### src/crate_cmd_defines.svh
/*
  Constants for the crate command decoder and setup verifier: dataway
  function codes, setup byte offsets, check limits, status bits, timing.
  Assumes the including file has a timescale of its own.
*/
`ifndef CRATE_CMD_DEFINES_SVH
`define CRATE_CMD_DEFINES_SVH

// Dataway function codes
`define FN_READ       5'h02
`define FN_IDENT      5'h03
`define FN_TEST_LAM   5'h08
`define FN_ARM_RESET  5'h09
`define FN_CLEAR_LAM  5'h0A
`define FN_TEST_LOCK  5'h0B
`define FN_VERIFY     5'h12
`define FN_DIS_LAM    5'h18
`define FN_TRIG_ABORT 5'h19
`define FN_EN_LAM     5'h1A
`define FN_TEST_RAW   5'h1B
`define SUB_STATUS    4'h6

// Setup byte offsets
`define SU_TS_RES     6'h00
`define SU_GAIN1      6'h01
`define SU_BLOCK      6'h05
`define SU_HOLDOFF    6'h08
`define SU_SLOPE      6'h09
`define SU_TCOUPLE    6'h0A
`define SU_LEVEL_HI   6'h0B
`define SU_LEVEL_LO   6'h0C
`define SU_TSOURCE    6'h0D
`define SU_PTN_LO     6'h0E
`define SU_PTN_HI     6'h0F
`define SU_CHANS      6'h10
`define SU_CCOUPLE1   6'h15
`define SU_SPS        6'h1A
`define SU_SEG_LO     6'h1B
`define SU_SEG_HI     6'h1C
`define SU_DUAL       6'h1D
`define SU_RATE1      6'h1E
`define SU_RATE2      6'h1F
`define SU_MEMSIZE    6'h20
`define SU_STATUS     6'h21
`define SU_CHECKSUM   6'h22
`define SU_LEDS       6'h23
`define SU_BYTES      36

// Check limits and defaults
`define RATE_MAX      8'h11
`define RATE_EXT      8'h00
`define RATE_5MHZ     8'h01
`define RATE_2MHZ     8'h02
`define SPS_MAX       8'h0D
`define MEM_MAX       8'h10
`define DUAL_MAX      8'h03
`define SEG_MAX       16'h0400
`define PTN_MIN       16'h0004
`define PTN_DEFAULT   16'h0064
`define SLOPE_WINDOW  8'h02
`define SLOPE_HYST    8'h03
`define LED_OK        8'h10
`define LED_ARMED     8'h20

// Status bits
`define ST_ILLEGAL    0
`define ST_TOGGLE     2
`define ST_SEGSIZE    5
`define ST_LEVELS     6

// Timing
`define CLK_MHZ         50
`define ARM_TIME_US     2000
`define VERIFY_TIME_US  3000
`define RESET_TIME_US   100000
`define IDENT_CODE      12'h0_5A5

`endif

### src/crate_cmd_pkg.sv
/*
  Types for the crate command decoder and setup verifier.
  Assumes crate_cmd_defines.svh is on the include path.
*/
package crate_cmd_pkg;

  typedef enum logic [3:0] {
    ST_IDLE, ST_ARM_WAIT, ST_ARM_SYNC, ST_RESET_WAIT,
    ST_V_RANGE, ST_V_CHAN, ST_V_F2, ST_V_SEG, ST_V_PTN,
    ST_V_SIZE, ST_V_TOGGLE, ST_V_LEVELS, ST_V_SUM, ST_V_WAIT
  } seq_t;

  typedef struct packed {
    logic [35:0][7:0] mem;
    logic [5:0]       rd_ptr;
    seq_t             seq;
    logic [22:0]      timer;
    logic [5:0]       idx;
    logic [7:0]       sum;
    logic [7:0]       status;
    logic             lam;
    logic             lam_en;
    logic             lockout;
    logic             armed;
    logic             setup_ok;
    logic             counter_en;
    logic             q;
    logic             x;
    logic [11:0]      r;
    logic             lam_line;
    logic             trig;
    logic             cclk;
  } state_t;

endpackage

### src/crate_cmd_setup_verifier.sv
/*
  Dataway command decoder with setup memory and setup verification engine.
  Assumes one command per STROBE_IN pulse, station already addressed on
  N_IN, and acquisition hardware that pulses ACQ_DONE_IN and SAMPLE_CLK_IN.
*/
`timescale 1ns/100ps
`include "crate_cmd_defines.svh"

module crate_cmd_setup_verifier #(
  parameter int ARM_CYCLES    = `ARM_TIME_US * `CLK_MHZ,
  parameter int VERIFY_CYCLES = `VERIFY_TIME_US * `CLK_MHZ,
  parameter int RESET_CYCLES  = `RESET_TIME_US * `CLK_MHZ
) (
  input  wire logic        SYS_CLK_IN,
  input  wire logic        RESETN_IN,
  input  wire logic        STROBE_IN,
  input  wire logic        N_IN,
  input  wire logic [4:0]  F_IN,
  input  wire logic [3:0]  A_IN,
  input  wire logic        ACQ_DONE_IN,
  input  wire logic        SAMPLE_CLK_IN,
  input  wire logic        SETUP_WE_IN,
  input  wire logic [5:0]  SETUP_ADDR_IN,
  input  wire logic [7:0]  SETUP_DATA_IN,
  output logic [11:0]      R_OUT,
  output logic             Q_OUT,
  output logic             X_OUT,
  output logic             LAM_OUT,
  output logic             LOCKOUT_OUT,
  output logic             ARMED_LED_OUT,
  output logic             SETUP_OK_LED_OUT,
  output logic             COUNTER_EN_OUT,
  output logic             COUNTER_CLK_OUT,
  output logic             TRIGGER_OUT
);

  crate_cmd_pkg::state_t s_reg;
  crate_cmd_pkg::state_t s_next;

  // Clamp to default when above maximum; bit 8 flags a correction
  function automatic logic [8:0] range_fix(input logic [7:0] v, input logic [7:0] mx, input logic [7:0] df);
    range_fix = (v > mx) ? {1'b1, df} : {1'b0, v};
  endfunction

  logic       go;
  logic [8:0] fx;
  logic [15:0] seg;
  logic [15:0] ptn;
  logic [7:0] mem_log;
  logic [7:0] chan_log;
  logic [7:0] r1;
  logic [7:0] r2;

  // Next-state logic: command decode, then the sequencer
  always_comb
  begin
    s_next         = s_reg;
    s_next.trig    = 1'b0;
    s_next.cclk    = 1'b0;
    go             = STROBE_IN && N_IN;
    fx             = 9'h000;
    seg            = {s_reg.mem[`SU_SEG_HI], s_reg.mem[`SU_SEG_LO]};
    ptn            = {s_reg.mem[`SU_PTN_HI], s_reg.mem[`SU_PTN_LO]};
    mem_log        = (s_reg.mem[`SU_MEMSIZE] == 8'h00) ? `SPS_MAX : s_reg.mem[`SU_MEMSIZE];
    chan_log       = (s_reg.mem[`SU_CHANS] == 8'h04) ? 8'h02 : s_reg.mem[`SU_CHANS] - 8'h01;
    r1             = s_reg.mem[`SU_RATE1];
    r2             = s_reg.mem[`SU_RATE2];
    // Setup bytes loaded from the dataway side when not locked out
    if (SETUP_WE_IN && !s_reg.lockout && SETUP_ADDR_IN < 6'(`SU_BYTES))
      s_next.mem[SETUP_ADDR_IN] = SETUP_DATA_IN;
    if (go)
    begin
      s_next.x = 1'b1;
      s_next.q = 1'b0;
      s_next.r = 12'h0_000;
      unique case (F_IN)
        `FN_IDENT:
        begin
          s_next.r = `IDENT_CODE;
          s_next.q = 1'b1;
        end
        `FN_TEST_LAM:  s_next.q = s_reg.lam && s_reg.lam_en;
        `FN_TEST_RAW:  s_next.q = s_reg.lam;
        `FN_TEST_LOCK: s_next.q = !s_reg.lockout;
        `FN_CLEAR_LAM: s_next.lam = 1'b0;
        `FN_DIS_LAM:   s_next.lam_en = 1'b0;
        `FN_EN_LAM:    s_next.lam_en = 1'b1;
        `FN_ARM_RESET:
        begin
          if (A_IN[0])
          begin
            s_next.seq        = crate_cmd_pkg::ST_RESET_WAIT;
            s_next.lockout    = 1'b1;
            s_next.counter_en = 1'b0;
            s_next.armed      = 1'b0;
            s_next.timer      = 23'h00_0000;
          end
          else if (!s_reg.lockout)
          begin
            s_next.seq     = crate_cmd_pkg::ST_ARM_WAIT;
            s_next.lockout = 1'b1;
            s_next.armed   = 1'b0;
            s_next.timer   = 23'h00_0000;
          end
        end
        `FN_TRIG_ABORT:
        begin
          if (A_IN[0])
            s_next.counter_en = 1'b0;
          else
            s_next.trig = 1'b1;
          s_next.q = 1'b1;
        end
        `FN_READ:
        begin
          if (A_IN == 4'h0)
          begin
            s_next.cclk = 1'b1;
            s_next.q    = s_reg.counter_en;
          end
          else if (A_IN == `SUB_STATUS)
          begin
            s_next.rd_ptr = `SU_STATUS;
            s_next.q      = 1'b1;
          end
          else if (A_IN == 4'h1 && !s_reg.lockout)
          begin
            s_next.r      = {4'h0, s_reg.mem[s_reg.rd_ptr]};
            s_next.q      = 1'b1;
            s_next.rd_ptr = (s_reg.rd_ptr == 6'(`SU_BYTES - 1)) ? 6'h00 : s_reg.rd_ptr + 6'h01;
          end
        end
        `FN_VERIFY:
        begin
          if (A_IN == `SUB_STATUS && !s_reg.lockout)
          begin
            s_next.seq      = crate_cmd_pkg::ST_V_RANGE;
            s_next.lockout  = 1'b1;
            s_next.setup_ok = 1'b1;
            s_next.status   = 8'h00;
            s_next.timer    = 23'h00_0000;
          end
        end
        default: s_next.x = 1'b0;
      endcase
    end
    else if (STROBE_IN)
    begin
      s_next.x = 1'b0;
      s_next.q = 1'b0;
      s_next.r = 12'h0_000;
    end
    // Completion of acquisition sets the request; wins over a clear
    if (ACQ_DONE_IN)
    begin
      s_next.lam        = 1'b1;
      s_next.counter_en = 1'b0;
    end
    if (s_reg.seq != crate_cmd_pkg::ST_IDLE && s_next.seq == s_reg.seq)
      s_next.timer = s_reg.timer + 23'h00_0001;
    // Sequencer for arm, reset and verification; a reset command preempts it
    unique case ((s_next.seq == s_reg.seq) ? s_reg.seq : crate_cmd_pkg::ST_IDLE)
      crate_cmd_pkg::ST_IDLE: ;
      crate_cmd_pkg::ST_ARM_WAIT:
        if (s_reg.timer >= 23'(ARM_CYCLES - 1))
          s_next.seq = crate_cmd_pkg::ST_ARM_SYNC;
      crate_cmd_pkg::ST_ARM_SYNC:
        if (SAMPLE_CLK_IN)
        begin
          s_next.seq        = crate_cmd_pkg::ST_IDLE;
          s_next.lockout    = 1'b0;
          s_next.armed      = 1'b1;
          s_next.counter_en = 1'b1;
          s_next.mem[`SU_LEDS] = (s_reg.setup_ok ? `LED_OK : 8'h00) | `LED_ARMED;
        end
      crate_cmd_pkg::ST_RESET_WAIT:
        if (s_reg.timer >= 23'(RESET_CYCLES - 1))
        begin
          s_next.seq     = crate_cmd_pkg::ST_IDLE;
          s_next.lockout = 1'b0;
          s_next.lam     = ACQ_DONE_IN;
          s_next.lam_en  = 1'b0;
          s_next.rd_ptr  = 6'h00;
        end
      crate_cmd_pkg::ST_V_RANGE:
      begin
        // Zero-based settings checked against their maximum
        for (int i = 0; i < 12; i++)
        begin
          unique case (i)
            0:  fx = range_fix(s_reg.mem[`SU_TS_RES], 8'h04, 8'h04);
            1:  fx = range_fix(s_reg.mem[`SU_SLOPE], 8'h04, 8'h00);
            2:  fx = range_fix(s_reg.mem[`SU_TCOUPLE], 8'h03, 8'h02);
            3:  fx = range_fix(s_reg.mem[`SU_TSOURCE], 8'h03, 8'h00);
            4:  fx = range_fix(s_reg.mem[`SU_SPS], `SPS_MAX, 8'h00);
            5:  fx = range_fix(s_reg.mem[`SU_DUAL], `DUAL_MAX, 8'h00);
            6:  fx = range_fix(s_reg.mem[`SU_RATE1], `RATE_MAX, 8'h0E);
            7:  fx = range_fix(s_reg.mem[`SU_MEMSIZE], `MEM_MAX, 8'h00);
            8:  fx = range_fix(s_reg.mem[`SU_HOLDOFF], 8'h01, 8'h01);
            9:  fx = range_fix(s_reg.mem[`SU_BLOCK], 8'h0C, 8'h02);
            10: fx = 9'h000;
            default: fx = 9'h000;
          endcase
          unique case (i)
            0:  s_next.mem[`SU_TS_RES] = fx[7:0];
            1:  s_next.mem[`SU_SLOPE] = fx[7:0];
            2:  s_next.mem[`SU_TCOUPLE] = fx[7:0];
            3:  s_next.mem[`SU_TSOURCE] = fx[7:0];
            4:  s_next.mem[`SU_SPS] = fx[7:0];
            5:  s_next.mem[`SU_DUAL] = fx[7:0];
            6:  s_next.mem[`SU_RATE1] = fx[7:0];
            7:  s_next.mem[`SU_MEMSIZE] = fx[7:0];
            8:  s_next.mem[`SU_HOLDOFF] = fx[7:0];
            9:  s_next.mem[`SU_BLOCK] = fx[7:0];
            default: ;
          endcase
          if (fx[8])
            s_next.status[`ST_ILLEGAL] = 1'b1;
        end
        // Per-channel gain and input coupling
        for (int c = 0; c < 4; c++)
        begin
          fx = range_fix(s_reg.mem[`SU_GAIN1 + 6'(c)], 8'h07, 8'h04);
          s_next.mem[`SU_GAIN1 + 6'(c)] = fx[7:0];
          if (fx[8])
            s_next.status[`ST_ILLEGAL] = 1'b1;
          fx = range_fix(s_reg.mem[`SU_CCOUPLE1 + 6'(c)], 8'h07, 8'h00);
          s_next.mem[`SU_CCOUPLE1 + 6'(c)] = fx[7:0];
          if (fx[8])
            s_next.status[`ST_ILLEGAL] = 1'b1;
        end
        s_next.seq = crate_cmd_pkg::ST_V_CHAN;
      end
      crate_cmd_pkg::ST_V_CHAN:
      begin
        if (s_reg.mem[`SU_CHANS] != 8'h01 && s_reg.mem[`SU_CHANS] != 8'h02 && s_reg.mem[`SU_CHANS] != 8'h04)
        begin
          s_next.status[`ST_ILLEGAL] = 1'b1;
          s_next.mem[`SU_CHANS] = (s_reg.mem[`SU_CHANS] == 8'h00) ? 8'h01 : 8'h04;
        end
        s_next.seq = crate_cmd_pkg::ST_V_F2;
      end
      crate_cmd_pkg::ST_V_F2:
      begin
        if (r1 != `RATE_EXT && s_reg.mem[`SU_DUAL] != 8'h00 && (r2 == 8'h00 || r2 > `RATE_MAX))
        begin
          s_next.mem[`SU_DUAL] = 8'h00;
          s_next.status[`ST_ILLEGAL] = 1'b1;
        end
        s_next.seq = crate_cmd_pkg::ST_V_SEG;
      end
      crate_cmd_pkg::ST_V_SEG:
      begin
        if (seg == 16'h0000 || seg > `SEG_MAX)
        begin
          s_next.mem[`SU_SEG_LO] = 8'h01;
          s_next.mem[`SU_SEG_HI] = 8'h00;
          s_next.status[`ST_ILLEGAL] = 1'b1;
        end
        s_next.seq = crate_cmd_pkg::ST_V_PTN;
      end
      crate_cmd_pkg::ST_V_PTN:
      begin
        if ((s_reg.mem[`SU_DUAL] == 8'h01 || s_reg.mem[`SU_DUAL] == 8'h03) && ptn < `PTN_MIN)
        begin
          s_next.mem[`SU_PTN_LO] = 8'(`PTN_DEFAULT);
          s_next.mem[`SU_PTN_HI] = 8'h00;
          s_next.status[`ST_ILLEGAL] = 1'b1;
        end
        s_next.seq = crate_cmd_pkg::ST_V_SIZE;
      end
      crate_cmd_pkg::ST_V_SIZE:
      begin
        // Sizes compared as powers of two: 1K samples times 2^code
        if (s_reg.mem[`SU_SPS] + chan_log > mem_log)
        begin
          s_next.mem[`SU_SPS] = mem_log;
          s_next.status[`ST_SEGSIZE] = 1'b1;
        end
        s_next.seq = crate_cmd_pkg::ST_V_TOGGLE;
      end
      crate_cmd_pkg::ST_V_TOGGLE:
      begin
        if (s_reg.mem[`SU_DUAL] != 8'h00 && ((r1 == `RATE_5MHZ && r2 == `RATE_2MHZ) ||
                                             (r1 == `RATE_2MHZ && r2 == `RATE_5MHZ)))
        begin
          s_next.mem[`SU_DUAL] = 8'h00;
          s_next.status[`ST_TOGGLE] = 1'b1;
        end
        s_next.seq = crate_cmd_pkg::ST_V_LEVELS;
      end
      crate_cmd_pkg::ST_V_LEVELS:
      begin
        if ((s_reg.mem[`SU_SLOPE] == `SLOPE_WINDOW || s_reg.mem[`SU_SLOPE] == `SLOPE_HYST) &&
            s_reg.mem[`SU_LEVEL_HI] < s_reg.mem[`SU_LEVEL_LO])
        begin
          s_next.mem[`SU_LEVEL_HI] = s_reg.mem[`SU_LEVEL_LO];
          s_next.mem[`SU_LEVEL_LO] = s_reg.mem[`SU_LEVEL_HI];
          s_next.status[`ST_LEVELS] = 1'b1;
        end
        s_next.idx = 6'h00;
        s_next.sum = 8'h00;
        s_next.seq = crate_cmd_pkg::ST_V_SUM;
      end
      crate_cmd_pkg::ST_V_SUM:
      begin
        // Status byte is stored first so that it joins the sum
        if (s_reg.idx == 6'h00)
          s_next.mem[`SU_STATUS] = s_reg.status & 8'h7F;
        if (s_reg.idx == `SU_CHECKSUM)
        begin
          s_next.mem[`SU_CHECKSUM] = ~s_reg.sum;
          s_next.seq = crate_cmd_pkg::ST_V_WAIT;
        end
        else
        begin
          s_next.sum = s_reg.sum + ((s_reg.idx == `SU_STATUS) ? (s_reg.status & 8'h7F) : s_reg.mem[s_reg.idx]);
          s_next.idx = s_reg.idx + 6'h01;
        end
      end
      crate_cmd_pkg::ST_V_WAIT:
        if (s_reg.timer >= 23'(VERIFY_CYCLES - 1))
        begin
          s_next.seq      = crate_cmd_pkg::ST_IDLE;
          s_next.lockout  = 1'b0;
          s_next.setup_ok = (s_reg.status == 8'h00);
          s_next.rd_ptr   = `SU_STATUS;
          s_next.mem[`SU_LEDS] = ((s_reg.status == 8'h00) ? `LED_OK : 8'h00) | (s_reg.armed ? `LED_ARMED : 8'h00);
        end
    endcase
    s_next.lam_line = s_next.lam && s_next.lam_en;
  end

  // State register with synchronous reset; setup memory keeps its content
  always_ff @(posedge SYS_CLK_IN)
  begin
    if (!RESETN_IN)
    begin
      s_reg     <= '0;
      s_reg.mem <= s_reg.mem;
    end
    else
      s_reg <= s_next;
  end

  // Outputs taken straight from the state register
  assign R_OUT            = s_reg.r;
  assign Q_OUT            = s_reg.q;
  assign X_OUT            = s_reg.x;
  assign LAM_OUT          = s_reg.lam_line;
  assign LOCKOUT_OUT      = s_reg.lockout;
  assign ARMED_LED_OUT    = s_reg.armed;
  assign SETUP_OK_LED_OUT = s_reg.setup_ok;
  assign COUNTER_EN_OUT   = s_reg.counter_en;
  assign COUNTER_CLK_OUT  = s_reg.cclk;
  assign TRIGGER_OUT      = s_reg.trig;

endmodule

### config.mk
export PLATFORM = sky130hd
export DESIGN_NAME = crate_cmd_setup_verifier
export DESIGN_NICKNAME = d
export VERILOG_FILES = /design/src/crate_cmd_pkg.sv /design/src/crate_cmd_setup_verifier.sv
export VERILOG_INCLUDE_DIRS = /design/src /design/src/src
export SDC_FILE = /design/constraint.sdc
export NUM_CORES = 1
export LEC_CHECK = 0
export BUFFER_PORTS_ARGS = -buffer_cell sky130_fd_sc_hd__buf_4
export CAP_MARGIN = 30
export CORE_MARGIN = 3
export CORE_UTILIZATION = 62
export DETAILED_ROUTE_END_ITERATION = 16
export PLACE_DENSITY = 0.85
export SYNTH_ARGS = -nofsm -noshare
export SYNTH_HDL_FRONTEND = slang
export SYNTH_SLANG_ARGS = --single-unit
### constraint.sdc
create_clock -name SYS_CLK_IN -period 11.1 [get_ports SYS_CLK_IN]
set_input_delay 1.665 -clock SYS_CLK_IN [delete_from_list [all_inputs] [get_ports SYS_CLK_IN]]
set_output_delay 1.665 -clock SYS_CLK_IN [all_outputs]
set_load 0.02 [all_outputs]
======== After elaboration in Yosys (flattened, before gate mapping) ========
Cells that the tools add are included.
W data, S select, Z words.
storage, ports and cells
  logic and storage cells ................. 380
  memory bits (writable) .................. 0
  output and inout bits ................... 21
  memories kept ........................... 0
  flip-flop bits (word level) ............. 362
  memory bits (read-only) ................. 0
  bits in latches ......................... 0
  input port bits ......................... 30
operators by class
  bitwise operators ....................... 2
  shift-type cells ........................ 0
  div/mod/pow operators ................... 0
  reductions and logical operators ........ 65
  $add $sub $neg .......................... 6
  multipliers ............................. 0
  multiplexer cells ....................... 159
  equality and inequality tests ........... 63
  order comparisons ....................... 31
operators by type and width
  cell                  count
  $bwmux W288           1
  $mux W288             1
  $mux W9               29
  $mux W8               21
  $mux W16              7
  $bmux W8 S6           2
  $mux W27              3
  $gt A8 B3 Y1 const B  10
  $pmux W27 S2          1
  $reduce_and A3 Y1     18
  $mux W1               52
  $pmux W4 S13          1
  $demux W8 S6          1
  $mux W48              1
  $mux W14              3
  $eq A8 B2 Y1 const B  5
  $ne A2 B2 Y1 const B  19
  $mux W6               6
  $mux W33              1
  $logic_not A8 Y1      4
  $mux W32              1
  $pmux W8 S2           2
  $pmux W14 S2          1
  $eq A5 B5 Y1 const B  5
  64 further kinds      131

======== Depth between registers and ports, before layout ========
  depth after elaboration ................. 31
  mapped depth ............................ 19

======== Worst setup path before layout ========
Ideal clock, no wire load.
  path kind ............................... reg2reg
  start point ............................. reg s_reg[206] (netlist bit)
  end point ............................... reg s_reg[286] (netlist bit), data pin
  slack ................................... 6.837 ns
  clock period less this slack ............ 4.263 ns
  arrival ................................. 4.003 ns
  buffers on the path ..................... 0
  stages on the path, launching flop included .. 17
  required time ........................... 10.840 ns
  cell sequence ........................... edfxtp_1 -> inv_1 -> ha_1 -> nand2_1 -> nor4_1 -> nor2_1 -> mux2_2 -> ha_1 -> a21oi_1 -> o21bai_1 -> a21oi_1 -> o21ai_0 -> xnor2_1 -> ha_1 -> o2111ai_1 -> a2111oi_4 -> mux2_4
RTL lines
  what                    line                             source
  start, declared         crate_cmd_setup_verifier.sv:37   crate_cmd_pkg::state_t s_reg;
  start signal, assigned  crate_cmd_setup_verifier.sv:343  s_reg <= s_next;

======== Final worst setup path ========
  start point ............................. reg s_reg[39] (netlist bit)
  end point ............................... reg s_reg[38] (netlist bit)
between the ends
  cells in the longest elaborated chain, start to end .. 6
ends and longest elaborated chain
  what                           line                             source
  $bmux W8 S6                    crate_cmd_setup_verifier.sv:317  s_next.sum = s_reg.sum + ((s_reg.idx == `SU_STATUS) ? (s_reg.status & 8'h7F) : s_reg.mem[s_reg.idx]);
  $mux W8 (implied by the code)  crate_cmd_setup_verifier.sv:317
  $mux W8                        crate_cmd_setup_verifier.sv:317
  $add A8 B8 Y8                  crate_cmd_setup_verifier.sv:317
  $mux W14                       crate_cmd_setup_verifier.sv:310  if (s_reg.idx == `SU_CHECKSUM)
  $pmux W14 S2                   crate_cmd_setup_verifier.sv:162  unique case ((s_next.seq == s_reg.seq) ? s_reg.seq : crate_cmd_pkg::ST_IDLE)
Parallel ways exist; a longest one is shown, timed or not. The select of a mux whose other input is x is not followed.
A chain may end at the register's enable or synchronous reset.

==> summary.md <==
| Metric | Value |
|---|---|
| Outcome | completed |
| Number of global-route vias before repair | approximately 17k |
| Leading post-synthesis cells by cell area | sky130_fd_sc_hd__edfxtp_1 39%, sky130_fd_sc_hd__mux4_2 16%, sky130_fd_sc_hd__dfxtp_1 6.4% |
| Clock tree sinks | 359 |
| Leakage Power | between 8 and 9 nW |
| Met2 global-route usage | a little over half |
| DIE HEIGHT | between 150 and 200 um |
| Total number of placement rows | 68 |
| Drt total wl | 68800 um |
| First-iteration detailed-routing DRC count | about 3k |
| Commonest non-fill, non-tap cells in the layout | 288 x sky130_fd_sc_hd__edfxtp_1, 201 x sky130_fd_sc_hd__nor2_1, 160 x sky130_fd_sc_hd__mux4_2, 118 x sky130_fd_sc_hd__mux2i_1, 97 x sky130_fd_sc_hd__and2_1 |
| Unrepaired setup endpoints after global routing | false |
| First-pass GRT wire length | slightly above 100000 um |
| Via density per instance | 7.49 |
| Die extent in x | 195 um |
| Post-Syn Area per Cell | 11.8 um^2 |
| Final WS setup | about 6100 ps |
| Number of gates resized after CTS | 0 |
| Buffering stage count on the worst path with inverters included | 1 |
| Area of the core region | between 30000 and 40000 um^2 |
| Cell breakdown of the critical path | buf_4 -> mux4_2 -> mux4_2 -> mux2i_1 -> nor2_1 -> a21oi_1 -> a21oi_1 -> ha_1 -> a21oi_1 -> nor2b_1 -> o31a_1 -> o41ai_1 -> xnor2_1 -> mux2i_1 -> a21oi_1 |
| Hold buffers post-CTS | 0 |
| Number of buffers between clock root and the deepest sink | 3 |
| Cell repeated most along the worst path | sky130_fd_sc_hd__a21oi_1 |
| Number of antenna violations at the first check in global routing | 6 |
| Cell with the largest stage delay on the worst path | sky130_fd_sc_hd__buf_4 |
| Total number of H-tree levels | 2 |
| Layout cell share with drive strength beyond 1 | 18.9% |
| Grt met1 use | between 40% and 50% |
| Max_cap viols | 0 |
| Buffers on Ports | 48 |
| Critical path startpoint category | flip-flop |
| Number of instances in the synthesized netlist | approximately 1.9k |
| Kind of end point of the critical path | flip-flop |
| Clk pin slew, worst setup/hold paths | about 60 ps |
| TritonCTS clock tree | done |
| Final design utilization | 68.7% |
| Crit path kind | reg2reg |
| Areal power density over the cells | around 120 nW/um^2 |
| Measured slew at the worst slew-check pin | 1170 ps |
| Family with the most delay on the worst path | multiplexers |
| Part of the Yosys area used for sequential elements | between 40% and 50% |
| Number of enable flip-flop cells after synthesis | ~290 |
| Fmax | roughly 200 MHz |
| Clk Tree Root Cell | sky130_fd_sc_hd__clkbuf_16 |
| Worst path required time | 11520 ps |
| Detail-routed net length per standard cell | approximately 30 um |
| Final HPWL DP | 46500 um |
| Post-synthesis register bit count | 359 |
| Met3 capacity usage during global routing | between 10% and 20% |
| Global-route layer with the greatest usage | met2 |
| Top-level port count | 51 |
| Layout Skew | around 27 ps |
| Max_slew headroom | a little over a fifth |
| Critical path peak fanout | 45 |
| Ratio of final minimum period to clock period | between 40% and 50% |
| Post-route minimum period | approximately 5000 ps |
| Arrival time of data at the critical path endpoint | 5460 ps |
| GR Overflow Total | 0 |
| Endpoints failing hold | 0 |
| Max Transition Viols Final | 0 |
| Final setup vio count | 0 |
| Async S/R FF share, synth | 0% |
| Yosys warns | 0 |
| Share of Yosys cell area claimed by the top area cell type | just under 40% |
| Weighted congestion at the end of routability-driven global placement | ~0.96 |
| Global-route total usage across every layer | 35.8% |
| Post-CTS Setup Bufs | 0 |
| Area of the mapped netlist | 22100 um^2 |
| Remaining DRCs | 0 |
| Flip-flop count of the largest register, all copies and words added | between 300 and 400 |
| Area added between synthesis and finish | 8.44% |
| Worst supply voltage drop on vdd | approximately 0.13 mV |
| Most common library cell in the layout ignoring fill and taps | sky130_fd_sc_hd__edfxtp_1 |
| Final-layout fill cell count | ~2.4k |
| Initial standard-cell utilization of the core | a little under two thirds |
| Number of nets still failing antenna checks after routing | 0 |
| Number of vias in the routed layout | 17.5k |
| Post-layout net count | between 1.5k and 2k |
| Placement-stage worst setup slack | between 6000 and 7000 ps |
| Main flop type after synthesis | sky130_fd_sc_hd__edfxtp_1 |
| Path category of the worst min-delay check | reg2reg |
| Setup tns final | 0 ps |
| Area of the die | between 30000 and 40000 um^2 |
| Worst skew pair latency | 590 ps |
| Top cell type by total area after synthesis | sky130_fd_sc_hd__edfxtp_1 |
| Netlist cell types | 86 |
| Detailed-router iteration count before antenna repair | 6 |
| Critical Path Max Stage Delay | 790 ps |
| Maximum number of pins on one net before global-route repair | 64 |
| TritonCTS Buffers | 39 |
==> cell type report <==
| type | count | area [um^2] | share of cell area [%] |
|---|---|---|---|
| diodes | 2 | 5.00 | 0.0209 |
| clock buffers | 53 | 1080 | 4.51 |
| clock inverters | 16 | 126 | 0.528 |
| inverters | 39 | 146 | 0.612 |
| multi-input cells | 1325 | 11200 | 47.0 |
| flip-flops and latches | 359 | 10100 | 42.2 |
| well taps | 455 | 569 | 2.38 |
| repair buffers | 83 | 663 | 2.77 |
==> per-stage QoR <==
step | total power [mW] | instances | instance area [um^2] | hold WS [ps]
global route | 3.05 | 2330 | 23900 | 482
floorplan | 1.65 | 1868 | 22100 | 447
global placement | 1.72 | 2247 | 22600 | 441
detailed placement | 1.73 | 2255 | 22600 | 449
CTS | 2.97 | 2324 | 23800 | 456
finish | 2.97 | 2332 | 23900 | 454
==> routing by layer <==
| layer | wire (um) | part of all wire (%) | vias to the layer above |
|---|---|---|---|
| li1 | - | - | 7165 |
| met4 | 4570 | 6.6 | 10 |
| met2 | 30300 | 44 | 1520 |
| met1 | 23300 | 34 | 8437 |
| met3 | 10600 | 15 | 343 |
| met5 | 65 | 0.094 | - |
==> synth_stat cells, drive strengths merged (5+ instances only) <==
cell type and count:
a2111oi 7, a211o 6, a211oi 5, a21o 13
a21oi 78, a221oi 6, a22oi 14, a31oi 10
and2 98, and3 47, buf 45, clkbuf 100
dfxtp 71, edfxtp 288, ha 39, inv 38
mux2 32, mux2i 118, mux4 160, nand2 96
nand2b 11, nand3 42, nand3b 10, nand4 14
nor2 201, nor2b 16, nor3 44, nor4 25
nor4b 6, o21a 11, o21ai 61, o221ai 9
o22ai 14, or2 5, or3 11, or4 23
xnor2 20, xor2 5
==> final timing paths <==
kind                            startpoint        end  slack (ps)  cells after the start
worst max-delay path             s_reg[39]  s_reg[38]        6060                     15
worst min-delay path                 Q_OUT      Q_OUT         450                      2
worst min register to register       Q_OUT      Q_OUT         450                      2
worst max register to register   s_reg[39]  s_reg[38]        6060                     15
==> worst min-delay path, cell delays in order, from the launching register on <==
cell	delay, ps
sky130_fd_sc_hd__dfxtp_1	310
sky130_fd_sc_hd__nand2_1	50
sky130_fd_sc_hd__a21oi_1	50
==> logic make-up after synthesis <==
family,share of synthesized area [%]
adders and majority gates,2.39
buffers and inverters,3.47
other,0.0170
xor gates and xnor gates,0.993
and+or+nand+nor,15.7
DFF,45.7
muxes,23.4
AOI/OAI and AO/OA,8.40
==> report_power, final <==
group / leakage [nW] / switching [mW] / internal (mW) / total, mW
sequential: 3.44 / 0.0335 / 1.48 / 1.51
clock: 0.586 / 0.559 / 0.707 / 1.27
combinational: 4.60 / 0.125 / 0.0750 / 0.200
total: 8.62 / 0.717 / 2.26 / 2.97
No activity file was read; power rests on OpenSTA's default activity.
